$ cat src/rtl/eiav_pkg.sv
package eiav_pkg;
  localparam int          MASK_W        = 3;
  localparam int          VEC_W         = 8;
  localparam int          ADDR_W        = 24;
  localparam int          SYNC_W        = 18;
  localparam int          STACK_DEPTH   = 8;
  localparam int          PTR_W         = 3;
  localparam int          VBR_LSB       = 10;
  localparam int          IRQ_LSB       = 10;
  localparam int          STRAP_BIT     = 10;
  localparam int          SIZE_ACK_STROBE_BIT     = 9;
  localparam int          AUTOVECTOR_STROBE_BIT      = 8;
  localparam logic [17:0] SYNC_IDLE     = 18'h3_FF00;
  localparam logic [2:0]  MASK_RESET    = 3'h7;
  localparam logic [2:0]  LEVEL_NMI     = 3'h7;
  localparam logic [2:0]  LEVEL_NONE    = 3'h0;
  localparam logic [2:0]  FC_CPU_SPACE  = 3'h7;
  localparam logic [3:0]  ARB_NONE      = 4'h0;
  localparam logic [3:0]  ACK_WAIT      = 4'h3;
  localparam logic [1:0]  STRAP_WAIT    = 2'h2;
  localparam logic [15:0] CS_AUTOVECTOR_STROBE_BASE  = 16'hFFF8;
  localparam logic        CS_MODE_ASYNC = 1'h0;
  localparam logic [1:0]  CS_BYTE_BOTH  = 2'h3;
  localparam logic [1:0]  CS_RW_BOTH    = 2'h3;
  localparam logic        CS_STROBE_SYNC_SELECT_AS    = 1'h0;
  localparam logic [1:0]  CS_SPACE_CPU  = 2'h0;
  localparam logic        CS_AUTOVECTOR_STROBE_ON    = 1'h1;
  typedef enum logic [1:0] {ST_IDLE, ST_ACK, ST_FETCH} eiav_state_type;
endpackage : eiav_pkg

$ cat src/rtl/eiav_top.sv
`timescale 1ns/100ps
module eiav_top #(
  parameter logic [7:0] AUTOVEC_BASE = 8'h18
) (
  // Clock and reset
  input  wire logic                i_clock,
  input  wire logic                i_rst_b,
  // Request pins and strap
  input  wire logic [7:1]          i_irq_b,
  input  wire logic                i_data9_strap,
  input  wire logic [7:1]          i_pin_assign_irq,
  // Acknowledge bus
  input  wire logic [7:0]          i_data,
  input  wire logic                i_size_ack_strobe_b,
  input  wire logic                i_autovector_strobe_b,
  output logic                     o_addr_strobe_b,
  output logic [23:0]              o_addr,
  output logic [2:0]               o_fc,
  // Acknowledge chip select
  input  wire logic [15:0]         i_cs_base,
  input  wire logic                i_cs_async_mode,
  input  wire logic [1:0]          i_cs_byte,
  input  wire logic [1:0]          i_cs_rw,
  input  wire logic                i_cs_strobe_sync_select,
  input  wire logic [1:0]          i_cs_space,
  input  wire logic                i_cs_autovector_strobe_en,
  input  wire logic                i_cs_size_ack_en,
  // Processor control
  input  wire logic [2:0]          i_mask_wdata,
  input  wire logic                i_mask_wr,
  input  wire logic                i_return_from_exception,
  input  wire logic [31:0]         i_vector_base,
  input  wire logic [3:0]          i_arb_number,
  // Internal module request
  input  wire logic [2:0]          i_mod_level,
  input  wire logic [3:0]          i_mod_arb,
  input  wire logic [7:0]          i_mod_vector,
  // Vector fetch
  output logic                     o_fetch_req,
  output logic [31:0]              o_vector_addr,
  input  wire logic                i_fetch_ack,
  input  wire logic [31:0]         i_fetch_data,
  // Results
  output logic [2:0]               o_priority_mask,
  output logic                     o_push_status,
  output logic [3:0]               o_status_word,
  output logic                     o_context_save,
  output logic                     o_pc_load,
  output logic [31:0]              o_pc,
  output logic                     o_autovector,
  output logic [7:1]               o_pins_are_irq
);
  import eiav_pkg::*;

  logic [SYNC_W-1:0]    sync1_r;
  logic [SYNC_W-1:0]    sync2_r;
  logic                 nonmaskable_request_d_r;
  logic [1:0]           strap_cnt_r;
  logic                 nmi_pend_r;
  logic                 in_l7_r;
  logic [3:0]           stack_mem [STACK_DEPTH];
  logic [PTR_W:0]       ptr_r;
  eiav_state_type       state_r;
  logic [3:0]           ack_cnt_r;
  logic [2:0]           level_r;
  logic [7:1]           irq_act;
  logic [2:0]           ext_lvl;
  logic                 ext_ok;
  logic                 mod_ok;
  logic                 pick_mod;
  logic                 accept;
  logic [2:0]           acc_lvl;
  logic                 nonmaskable_request_low;
  logic                 nmi_fall;
  logic                 do_rte;
  logic [3:0]           top;
  logic                 cs_autovector_strobe;
  logic                 term_autovector_strobe;
  logic                 term_size_ack_strobe;
  logic [7:0]           vec;

  // Sync pins: two flops before any use
  always_ff @(posedge i_clock or negedge i_rst_b) begin
    if (!i_rst_b) begin
      sync1_r <= SYNC_IDLE;
      sync2_r <= SYNC_IDLE;
      nonmaskable_request_d_r <= 1'b1;
    end else begin
      sync1_r <= {i_irq_b, i_data9_strap, i_size_ack_strobe_b, i_autovector_strobe_b, i_data};
      sync2_r <= sync1_r;
      nonmaskable_request_d_r <= sync2_r[IRQ_LSB+7];
    end
  end

  always_ff @(posedge i_clock or negedge i_rst_b) begin
    if (!i_rst_b) begin
      strap_cnt_r <= 2'h0;
      o_pins_are_irq <= 7'h00;
    end else if (strap_cnt_r != STRAP_WAIT) begin
      strap_cnt_r <= strap_cnt_r + 2'h1;
      o_pins_are_irq <= {7{sync2_r[STRAP_BIT]}};
    end else begin
      o_pins_are_irq <= i_pin_assign_irq;
    end
  end

  genvar g;
  generate
    for (g = 1; g <= 7; g++) begin : g_act
      assign irq_act[g] = !sync2_r[IRQ_LSB+g] && o_pins_are_irq[g];
    end
  endgenerate

  assign nonmaskable_request_low = irq_act[7];
  assign nmi_fall = nonmaskable_request_low && nonmaskable_request_d_r && o_pins_are_irq[7];
  assign top      = (ptr_r != 4'h0) ? stack_mem[ptr_r[PTR_W-1:0] - 3'h1] : {1'b0, MASK_RESET};
  assign do_rte   = i_return_from_exception && (ptr_r != 4'h0) && !accept;

  always_comb begin
    ext_lvl = LEVEL_NONE;
    for (int l = 1; l <= 6; l++) begin
      if (irq_act[l]) begin
        ext_lvl = 3'(l);
      end
    end
    if (nmi_pend_r) begin
      ext_lvl = LEVEL_NMI;
    end
  end

  assign ext_ok = (ext_lvl != LEVEL_NONE) && (i_arb_number != ARB_NONE) &&
                  ((ext_lvl == LEVEL_NMI) || (ext_lvl > o_priority_mask));
  assign mod_ok = (i_mod_arb != ARB_NONE) && (i_mod_level > o_priority_mask);
  assign pick_mod = mod_ok && (!ext_ok || (i_mod_level > ext_lvl) ||
                    ((i_mod_level == ext_lvl) && (i_mod_arb > i_arb_number)));
  assign accept   = (state_r == ST_IDLE) && (ext_ok || mod_ok);
  assign acc_lvl  = pick_mod ? i_mod_level : ext_lvl;

  // edge sensing; set wins over clear
  always_ff @(posedge i_clock or negedge i_rst_b) begin
    if (!i_rst_b) begin
      nmi_pend_r <= 1'b0;
    end else if (nmi_fall || (do_rte && nonmaskable_request_low) || (i_mask_wr && in_l7_r && nonmaskable_request_low)) begin
      nmi_pend_r <= 1'b1;
    end else if (accept && !pick_mod && (ext_lvl == LEVEL_NMI)) begin
      nmi_pend_r <= 1'b0;
    end
  end

  always_ff @(posedge i_clock or negedge i_rst_b) begin
    if (!i_rst_b) begin
      o_priority_mask <= MASK_RESET;
      in_l7_r <= 1'b0;
      ptr_r <= 4'h0;
      o_push_status <= 1'b0;
      o_status_word <= 4'h0;
    end else begin
      o_push_status <= accept;
      if (accept) begin
        o_status_word <= {in_l7_r, o_priority_mask};
        if (ptr_r != 4'(STACK_DEPTH)) begin
          stack_mem[ptr_r[PTR_W-1:0]] <= {in_l7_r, o_priority_mask};
          ptr_r <= ptr_r + 4'h1;
        end
        o_priority_mask <= acc_lvl;
        in_l7_r <= (acc_lvl == LEVEL_NMI);
      end else if (do_rte) begin
        o_priority_mask <= top[2:0];
        in_l7_r <= top[3];
        ptr_r <= ptr_r - 4'h1;
      end else if (i_mask_wr) begin
        o_priority_mask <= i_mask_wdata;
      end
    end
  end

  assign cs_autovector_strobe = (i_cs_base >= CS_AUTOVECTOR_STROBE_BASE) && (i_cs_async_mode == CS_MODE_ASYNC) &&
                   (i_cs_byte == CS_BYTE_BOTH) && (i_cs_rw == CS_RW_BOTH) &&
                   (i_cs_strobe_sync_select == CS_STROBE_SYNC_SELECT_AS) && (i_cs_space == CS_SPACE_CPU) &&
                   (i_cs_autovector_strobe_en == CS_AUTOVECTOR_STROBE_ON);
  assign term_autovector_strobe  = !sync2_r[AUTOVECTOR_STROBE_BIT] || cs_autovector_strobe;
  assign term_size_ack_strobe = !sync2_r[SIZE_ACK_STROBE_BIT] || (i_cs_size_ack_en && (ack_cnt_r == ACK_WAIT));
  assign vec = term_autovector_strobe ? (AUTOVEC_BASE + {5'h00, level_r}) : sync2_r[7:0];

  // Acknowledge cycle and vector fetch
  always_ff @(posedge i_clock or negedge i_rst_b) begin
    if (!i_rst_b) begin
      state_r <= ST_IDLE;
      ack_cnt_r <= 4'h0;
      level_r <= LEVEL_NONE;
      o_addr_strobe_b <= 1'b1;
      o_addr <= 24'h00_0000;
      o_fc <= 3'h0;
      o_fetch_req <= 1'b0;
      o_vector_addr <= 32'h0000_0000;
      o_context_save <= 1'b0;
      o_pc_load <= 1'b0;
      o_pc <= 32'h0000_0000;
      o_autovector <= 1'b0;
    end else begin
      o_context_save <= 1'b0;
      o_pc_load <= 1'b0;
      case (state_r)
        ST_IDLE: begin
          if (accept && pick_mod) begin
            o_vector_addr <= {i_vector_base[31:VBR_LSB], i_mod_vector, 2'b00};
            o_fetch_req <= 1'b1;
            o_context_save <= 1'b1;
            o_autovector <= 1'b0;
            state_r <= ST_FETCH;
          end else if (accept) begin
            level_r <= acc_lvl;
            ack_cnt_r <= 4'h0;
            o_addr_strobe_b <= 1'b0;
            o_addr <= {20'hF_FFFF, acc_lvl, 1'b1};
            o_fc <= FC_CPU_SPACE;
            state_r <= ST_ACK;
          end
        end
        ST_ACK: begin
          if (ack_cnt_r != ACK_WAIT) begin
            ack_cnt_r <= ack_cnt_r + 4'h1;
          end
          if (term_autovector_strobe || term_size_ack_strobe) begin
            o_vector_addr <= {i_vector_base[31:VBR_LSB], vec, 2'b00};
            o_autovector <= term_autovector_strobe;
            o_addr_strobe_b <= 1'b1;
            o_fc <= 3'h0;
            o_fetch_req <= 1'b1;
            o_context_save <= 1'b1;
            state_r <= ST_FETCH;
          end
        end
        ST_FETCH: begin
          if (i_fetch_ack) begin
            o_fetch_req <= 1'b0;
            o_pc <= i_fetch_data;
            o_pc_load <= 1'b1;
            state_r <= ST_IDLE;
          end
        end
        default: begin
          state_r <= ST_IDLE;
        end
      endcase
    end
  end
endmodule : eiav_top

$ cat config.mk
export PLATFORM = sky130hd
export DESIGN_NAME = eiav_top
export DESIGN_NICKNAME = d
export VERILOG_FILES = /design/src/rtl/eiav_pkg.sv /design/src/rtl/eiav_top.sv
export SDC_FILE = /design/constraint.sdc
export NUM_CORES = 1
export LEC_CHECK = 0
export BUFFER_PORTS_ARGS = -buffer_cell sky130_fd_sc_hd__buf_2
export CAP_MARGIN = 30
export CORE_UTILIZATION = 25
export DETAILED_ROUTE_END_ITERATION = 7
export GPL_ROUTABILITY_DRIVEN = 1
export PLACE_DENSITY_LB_ADDON = 0.25
export SLEW_MARGIN = 5
export SYNTH_ARGS = -nofsm -noshare
export SYNTH_HDL_FRONTEND = slang
export SYNTH_SLANG_ARGS = --single-unit
export TNS_END_PERCENT = 100
$ cat constraint.sdc
create_clock -name i_clock -period 5.1 [get_ports i_clock]
set_input_delay 0.255 -clock i_clock [delete_from_list [all_inputs] [get_ports i_clock]]
set_output_delay 0.255 -clock i_clock [all_outputs]
set_load 0.02 [all_outputs]
==> results of run 1 <==
==> how the worst max path moves through the flow <==
| stage | end | slack [ps] | cells after the start |
|---|---|---|---|
| 6_report | stack_mem[6][0] | 1200 | 11 |
| 2_1_floorplan | ptr_r[3] | 1540 | 15 |
| 3_3_place_gp | stack_mem[3][2] | 1230 | 11 |
| 4_1_cts | stack_mem[2][3] | 1160 | 11 |
| 3_5_place_dp | stack_mem[3][2] | 1180 | 11 |
| 5_1_grt | stack_mem[2][3] | 880 | 11 |
==> per-layer routing <==
layer,vias up,wire length [um]
met5,-,13
met4,2,195
met3,14,1008
met2,143,8873
met1,2481,8233
li1,2502,-
==> cell usage after synthesis, types with 2 or more instances <==
cell / number
nor4_1: 5
inv_1: 20
o21ai_0: 6
o211ai_1: 2
buf_8: 3
a22oi_1: 2
o22ai_1: 2
mux2_1: 31
buf_4: 24
inv_2: 4
and3_1: 2
ha_1: 18
nand2_1: 136
a221oi_1: 2
clkbuf_1: 16
o21ai_1: 15
a31oi_1: 2
mux2i_1: 9
nand2b_1: 6
or2_1: 4
nand4_1: 7
xor2_1: 2
edfxtp_1: 32
a21oi_1: 14
dfstp_2: 25
nor2b_1: 9
nor2_1: 21
o21a_1: 6
dfrtp_1: 113
o221ai_1: 2
mux2_2: 2
nor3_1: 6
xnor2_1: 5
mux4_2: 8
nand3_1: 9
==> layout make-up <==
type / instances / area share [%]
flip-flops and latches: 170 / 47.06
repair buffers: 263 / 15.25
clock inverters: 12 / 1.828
clock buffers: 20 / 4.967
multi-input cells: 360 / 24.94
inverters: 24 / 0.9536
well taps: 378 / 5.007
==> power by group through the flow <==
stage | combinational [mW] | clock, mW | sequential (mW)
6_report | 2.32 | 1.43 | 2.13
3_5_place_dp | 2.35 | 0 | 2.16
3_3_place_gp | 2.32 | 0 | 2.15
5_1_grt | 2.56 | 1.52 | 2.19
2_1_floorplan | 1.29 | 0 | 2.45
4_1_cts | 2.37 | 1.47 | 2.14
==> state kept, by name (all words and copies together) (netlist names), 7 cells and up <==
register	flops
o_pc	32
sync2_r	18
o_vector_addr	30
o_pins_are_irq	7
sync1_r	18
stack_mem	32
==> worst max-delay path, delay by kind of cell, from the launching register on <==
kind	cells	cell delay, ps
buf+inv	1	140
flops	1	350
compound gates	6	1560
simple gates	3	1200
fa+ha+maj	1	290
==> cell usage in the layout, fill, tap and decap left out, drive strengths merged, types with 10 or more instances in the layout <==
cell type / Yosys / routed
buf: 28 / 242
nand2: 137 / 137
dfrtp: 113 / 113
mux2: 33 / 33
edfxtp: 32 / 32
inv: 24 / 31
dfstp: 25 / 25
nor2: 22 / 22
o21ai: 22 / 22
dlygate4sd3: 0 / 21
clkbuf: 16 / 20
ha: 18 / 18
a21oi: 14 / 14
nand3: 10 / 10
==> kinds of logic after synthesis <==
family | Yosys count
adders and majority gates | 19
DFF | 170
AOI/OAI and AO/OA | 67
and+or+nand+nor | 215
other | 1
muxes | 50
buffers and inverters | 68
xor gates and xnor gates | 7
==> repair_timing <==
action | CTS | global route
resized for setup | 0 | 0
hold endpoints to repair | 80 | 0
hold buffers | 21 | 0
==> impl_results.md, run 1 <==
* GRT met3 Usage at 3.705%
* Worst VDD drop at 284.0 uV
* Pin count of the biggest net entering global routing at 84
* Vias after detailed routing at between 5000 and 6000
* FP Rows at 61
* Leakage power at 4.448 nW
* Boundary pin count at 253
* CP max FO at 8
* Min cycle time layout at 3905 ps
* Slew @ Worst Pin at 929.1 ps
* Critical Path AT at 3960 ps
* Fillers at 2868
* Syn avg cell area at 12.03 um2
* Post-route ant nets at 0
* Pre-CTS setup slack at 1178 ps
* CP Launch Type: flip-flop
* Clock power frac at roughly 24%
* Count of final max-slew check failures at 0
* Finished Core Util at 33.72%
* Layout area overhead at 31.49%
* Critical R2R Launch: o_pins_are_irq[5]
* WHS Path Cells at 3
* Logic pwr share at 39.5%
* Clk root buf: clkbuf_16
* Hold path startpoint: i_fetch_data[15]
* Worst R2R Path Depth at 11
* Sequential share of power at 36.3%
* Clock slew at reported path FFs at 80 ps
* Num CTS Buffers at 17
* Hold Path Class: in -> reg
* Design Area, Final at 9447 um2
* Net Sw Frac at 38.91%
* Met1 track demand over resource at 16.41%
* Synth Flop Type: dfrtp_1
* Overall Power at 5.874 mW
* DP Area at 8594 um2
* Iteration-0 DRC Markers at 191
* Main combinational cell family by area after synthesis: simple AND/OR/NAND/NOR gates
* Sequential cell area at between 4000 and 5000 um2
* Post-Route WL at 18320 um
* Internal at 3.588 mW
* Vias in the first global route at between 4000 and 5000
* Leading area contributor after synthesis: dfrtp_1
* Max clock buf depth at 2
* Mapped Cells at approximately 600
* Fin cells at 1227
* Period utilization at 76.57%
* Post-synth EDFFs at 32
* Die width at 171.5 um
* N_diodes at 0
* Clk_lat worst skew at 430 ps
* Worst Setup End Kind: flip-flop
* Critical path class: reg -> reg
* Max incr delay on CP at between 500 and 600 ps
* Cell chain of the critical path: nor2b_1 > a221oi_1 > o31ai_2 > inv_1 > ha_1 > a41o_1 > a21oi_1 > o21a_1 > o221ai_1 > or2_1 > nor3_1
* CTS tree: built
* Fin Setup TNS at 0 ps
* Placed cell count at 1174
* Layout cell share with drive strength beyond 1 at approximately 38%
* Area taken by multi-input logic gates at 2356 um2
* Post-synthesis sequential area ratio at 61.88%
* DRC at 0
* Total track usage at 12.46%
* Drt via density at 4.191
* Synthesis Warnings at 0
* Slew headroom at 37.49%
* Complex-gate fraction of the synthesized area at between 6 and 7%
* Detailed Place HPWL at 13330 um
* Final Skew at 12.74 ps
* Final WS setup at between 1000 and 1500 ps
* Simple logic cell fraction of the synthesized area at roughly an eighth
* Async S/R FF share, synth at between 80 and 90%
* PortBufs at about 240
* Final Wtd Congestion at between 0.7 and 0.8
* Synth top area share at 39.36%
* Worst setup startpoint: o_pins_are_irq[5]
* Layer with the highest usage: met2
* Mux contribution to synthesized area at 8.934%
* Synth top area cells: dfrtp_1 (39%), edfxtp_1 (13%), dfstp_2 (9.1%)
* Final setup violation count at 0
* Post-Synth Adder-Cell Area at between 3 and 4%
* Gr ovfl total at 0
* Die Height at 171.5 um
* Met2 usage at a little under 20%
* Xor/xnor share of the synthesized area at 0.8534%
* Worst path slowest cell: nor3_1
* Status: finished clean
* #FFs+latches synth at between 150 and 200
* Global-route wire length before repair at roughly 28000 um
* Postcts setup bufs at 0
* Final hold viol count at 0
* RR Endpoint: stack_mem[6][0]
* Initial antenna violation count at 1
* Die ar. at 29420 um2
* Synthesized area at about 7200 um2
* Final layout net count at between 900 and 1000
* RSZ-0062 raised after global routing: no
* Hold path endpoint: o_pc[15]
* Reg-to-reg slack, setup at 1200 ps
* Initial Util at 25.65%
* F_max at 256.1 MHz
* Total of max-cap violations at 0
* P per Cell Area at slightly above 600 nW/um2
* Yosys cell types at 62
* Sw Pwr at between 2 and 2.5 mW
* WP data required at 5160 ps
* Core Region at 28010 um2
* Avg WL per Cell at 14.93 um
* Hold slack at 16.30 ps
* Clock Sinks at 170
* H-tree levels at 4
* 1st-pass router iterations at 4
Note: power is estimated with default switching activity, not from simulation.
==> inputs of run 2 (changes only) <==
==> constraint.sdc (replaced) <==
create_clock -name i_clock -period 3.7 [get_ports i_clock]
set_input_delay 0.185 -clock i_clock [delete_from_list [all_inputs] [get_ports i_clock]]
set_output_delay 0.185 -clock i_clock [all_outputs]
set_load 0.02 [all_outputs]
==> run 2 against run 1 <==
Clock skew is 5.8 ps higher. Non-clock buffer count grew 73. Power grew 38%. Via count grew 5.9%. First-iteration DRC count grew 12%. Final cell count is 5.9% higher. Wire length increased by 3.8%. Worst hold slack better by 44 ps. Sequential share of layout area shrank 3.1 points. Sequential power grew 36%. Critical path type unchanged. Critical endpoint is now ptr_r[3]. Largest cell class unchanged. Largest power group unchanged. Highest routed layer is now met4.
==> impl_results.md, run 2 (synthesis results as in run 1) <==
* Status: finished clean
* Gr ovfl total at 0
* Vias after detailed routing at 5446
* Slew headroom at between 50 and 60%
* Placed cell count at 1188
* Clk root buf: clkbuf_16
* Fin cells at between 1000 and 1500
* DRC at 0
* Commonest non-fill, non-tap cells in the layout: buf_2 (236), nand2_1 (136), dfrtp_1 (113), dlygate4sd3_1 (80), edfxtp_1 (32)
* N_diodes at 0
* Leakage power at between 4 and 5 nW
* Clk_lat worst skew at around 430 ps
* Reg-to-reg slack, setup at 350 ps
* P per Cell Area at 801.4 nW/um2
* CP Launch Type: flip-flop
* Worst VDD drop at 308.8 uV
* Core Region at about 28000 um2
* Avg WL per Cell at 14.63 um
* PortBufs at 237
* Min cycle time layout at 3351 ps
* F_max at 298.5 MHz
* Area taken by multi-input logic gates at 2365 um2
* Final hold viol count at 0
* Final setup violation count at 0
* Final Skew at about 19 ps
* 1st-pass router iterations at 4
* H-tree levels at 4
* CTS tree: built
* Worst Setup End Kind: flip-flop
* Hold Path Class: in -> reg
* Vias in the first global route at 5389
* DP Area at around 8700 um2
* Initial Util at approximately 26%
* Fillers at about 2800
* FP Rows at approximately 60
* Fin Setup TNS at 0 ps
* Die ar. at 29420 um2
* Drt via density at 4.189
* Sequential cell area at 4446 um2
* Total track usage at 12.92%
* Design Area, Final at 10110 um2
* Count of final max-slew check failures at 0
* Critical R2R Launch: sync2_r[12]
* Critical path class: reg -> reg
* Final Wtd Congestion at 0.7204
* Die width at approximately 170 um
* Max clock buf depth at 2
* Total of max-cap violations at 0
* Layout area overhead at 40.73%
* Leading cell type in the layout, fill and taps excluded: buf_2
* Post-route ant nets at 0
* Global-route wire length before repair at 28900 um
* Layout cell share with drive strength beyond 1 at 36.12%
* Pin count of the biggest net entering global routing at between 60 and 70
* CP max FO at 6
* Boundary pin count at approximately 250
* Worst setup startpoint: sync2_r[12]
* WP data required at a little over 4000 ps
* Post-Route WL at 19030 um
* Hold slack at 59.94 ps
* Slew @ Worst Pin at 743.0 ps
* Detailed Place HPWL at 13560 um
* RSZ-0062 raised after global routing: no
* Final layout net count at between 1000 and 1500
* Die Height at 171.5 um
* Initial antenna violation count at 0
* Num CTS Buffers at 17
* Clock slew at reported path FFs at 70 ps
* Overall Power at 8.103 mW
* Critical Path AT at 3690 ps
* Iteration-0 DRC Markers at 213
* Clock Sinks at between 150 and 200
* Hold path startpoint: i_mod_vector[6]
* Period utilization at between 90% and 100%
[run 2: cell count changes in the layout (fill, tap and decap cells not counted), sizes merged]
cell / previous run / this run
bufinv: 3 / 2
clkbuf: 20 / 17
inv: 31 / 30
clkinvlp: 1 / 2
dlygate4sd3: 21 / 80
clkinv: 1 / 5
buf: 242 / 256
[run 2: path summary, 6_finish.rpt]
path / cells after the start / to
max in group asynchronous: 3 / o_pins_are_irq[4]
worst min register to register: 0 / sync2_r[1]
worst min-delay path: 4 / o_vector_addr[8]
min in group asynchronous: 2 / o_vector_addr[10]
worst max-delay path: 13 / ptr_r[3]
worst max register to register: 13 / ptr_r[3]
[run 2: stage by stage]
stage | util (%) | worst slack [ps]
final | 36.10 | 349.4
after floorplan | - | 140.3
after detailed placement | 31.10 | 255.6
after global routing | 36.10 | 125.1
after CTS | 36.07 | 238.7
after global placement | 31.10 | 303.4
[run 2: where the power goes]
part           internal, mW  switching [mW]
Combinational          1.38            2.02
Sequential             2.54           0.345
Clock                  1.01           0.801
Total                  4.93            3.17
[run 2: layout make-up]
type                    count  share of cell area (%)
flip-flops and latches    170                   43.97
multi-input cells         360                   23.39
repair buffers            336                   21.25
well taps                 378                   4.678
clock buffers              17                   4.207
clock inverters            15                   1.621
inverters                  24                  0.8910
[run 2: layer usage]
metal / GRT usage [%] / share of wire (%) / up-vias
met1: 16.79 / 45 / 2635
met5: 0 / 0 / -
met3: 2.715 / 4.2 / 11
met2: 21.55 / 50 / 148
li1: - / - / 2652
met4: 3.727 / 0.95 / 0
[run 2: worst max-delay path: stages, from the launching register on]
cell	delay [ps]
dfstp_2	360
nand2b_1	140
a21boi_1	150
o31ai_1	430
ha_1	320
a41o_1	260
a21oi_1	160
o21a_1	280
o21ai_1	150
buf_4	190
ha_1	300
a21oi_1	160
mux2i_1	240
xnor2_1	140
[run 2: timing repair]
item	4_1_cts	5_1_grt
buffers inserted	0	0
setup endpoints to repair	0	4
hold endpoints to repair	136	0
hold buffers	80	0
gates resized for setup	0	2
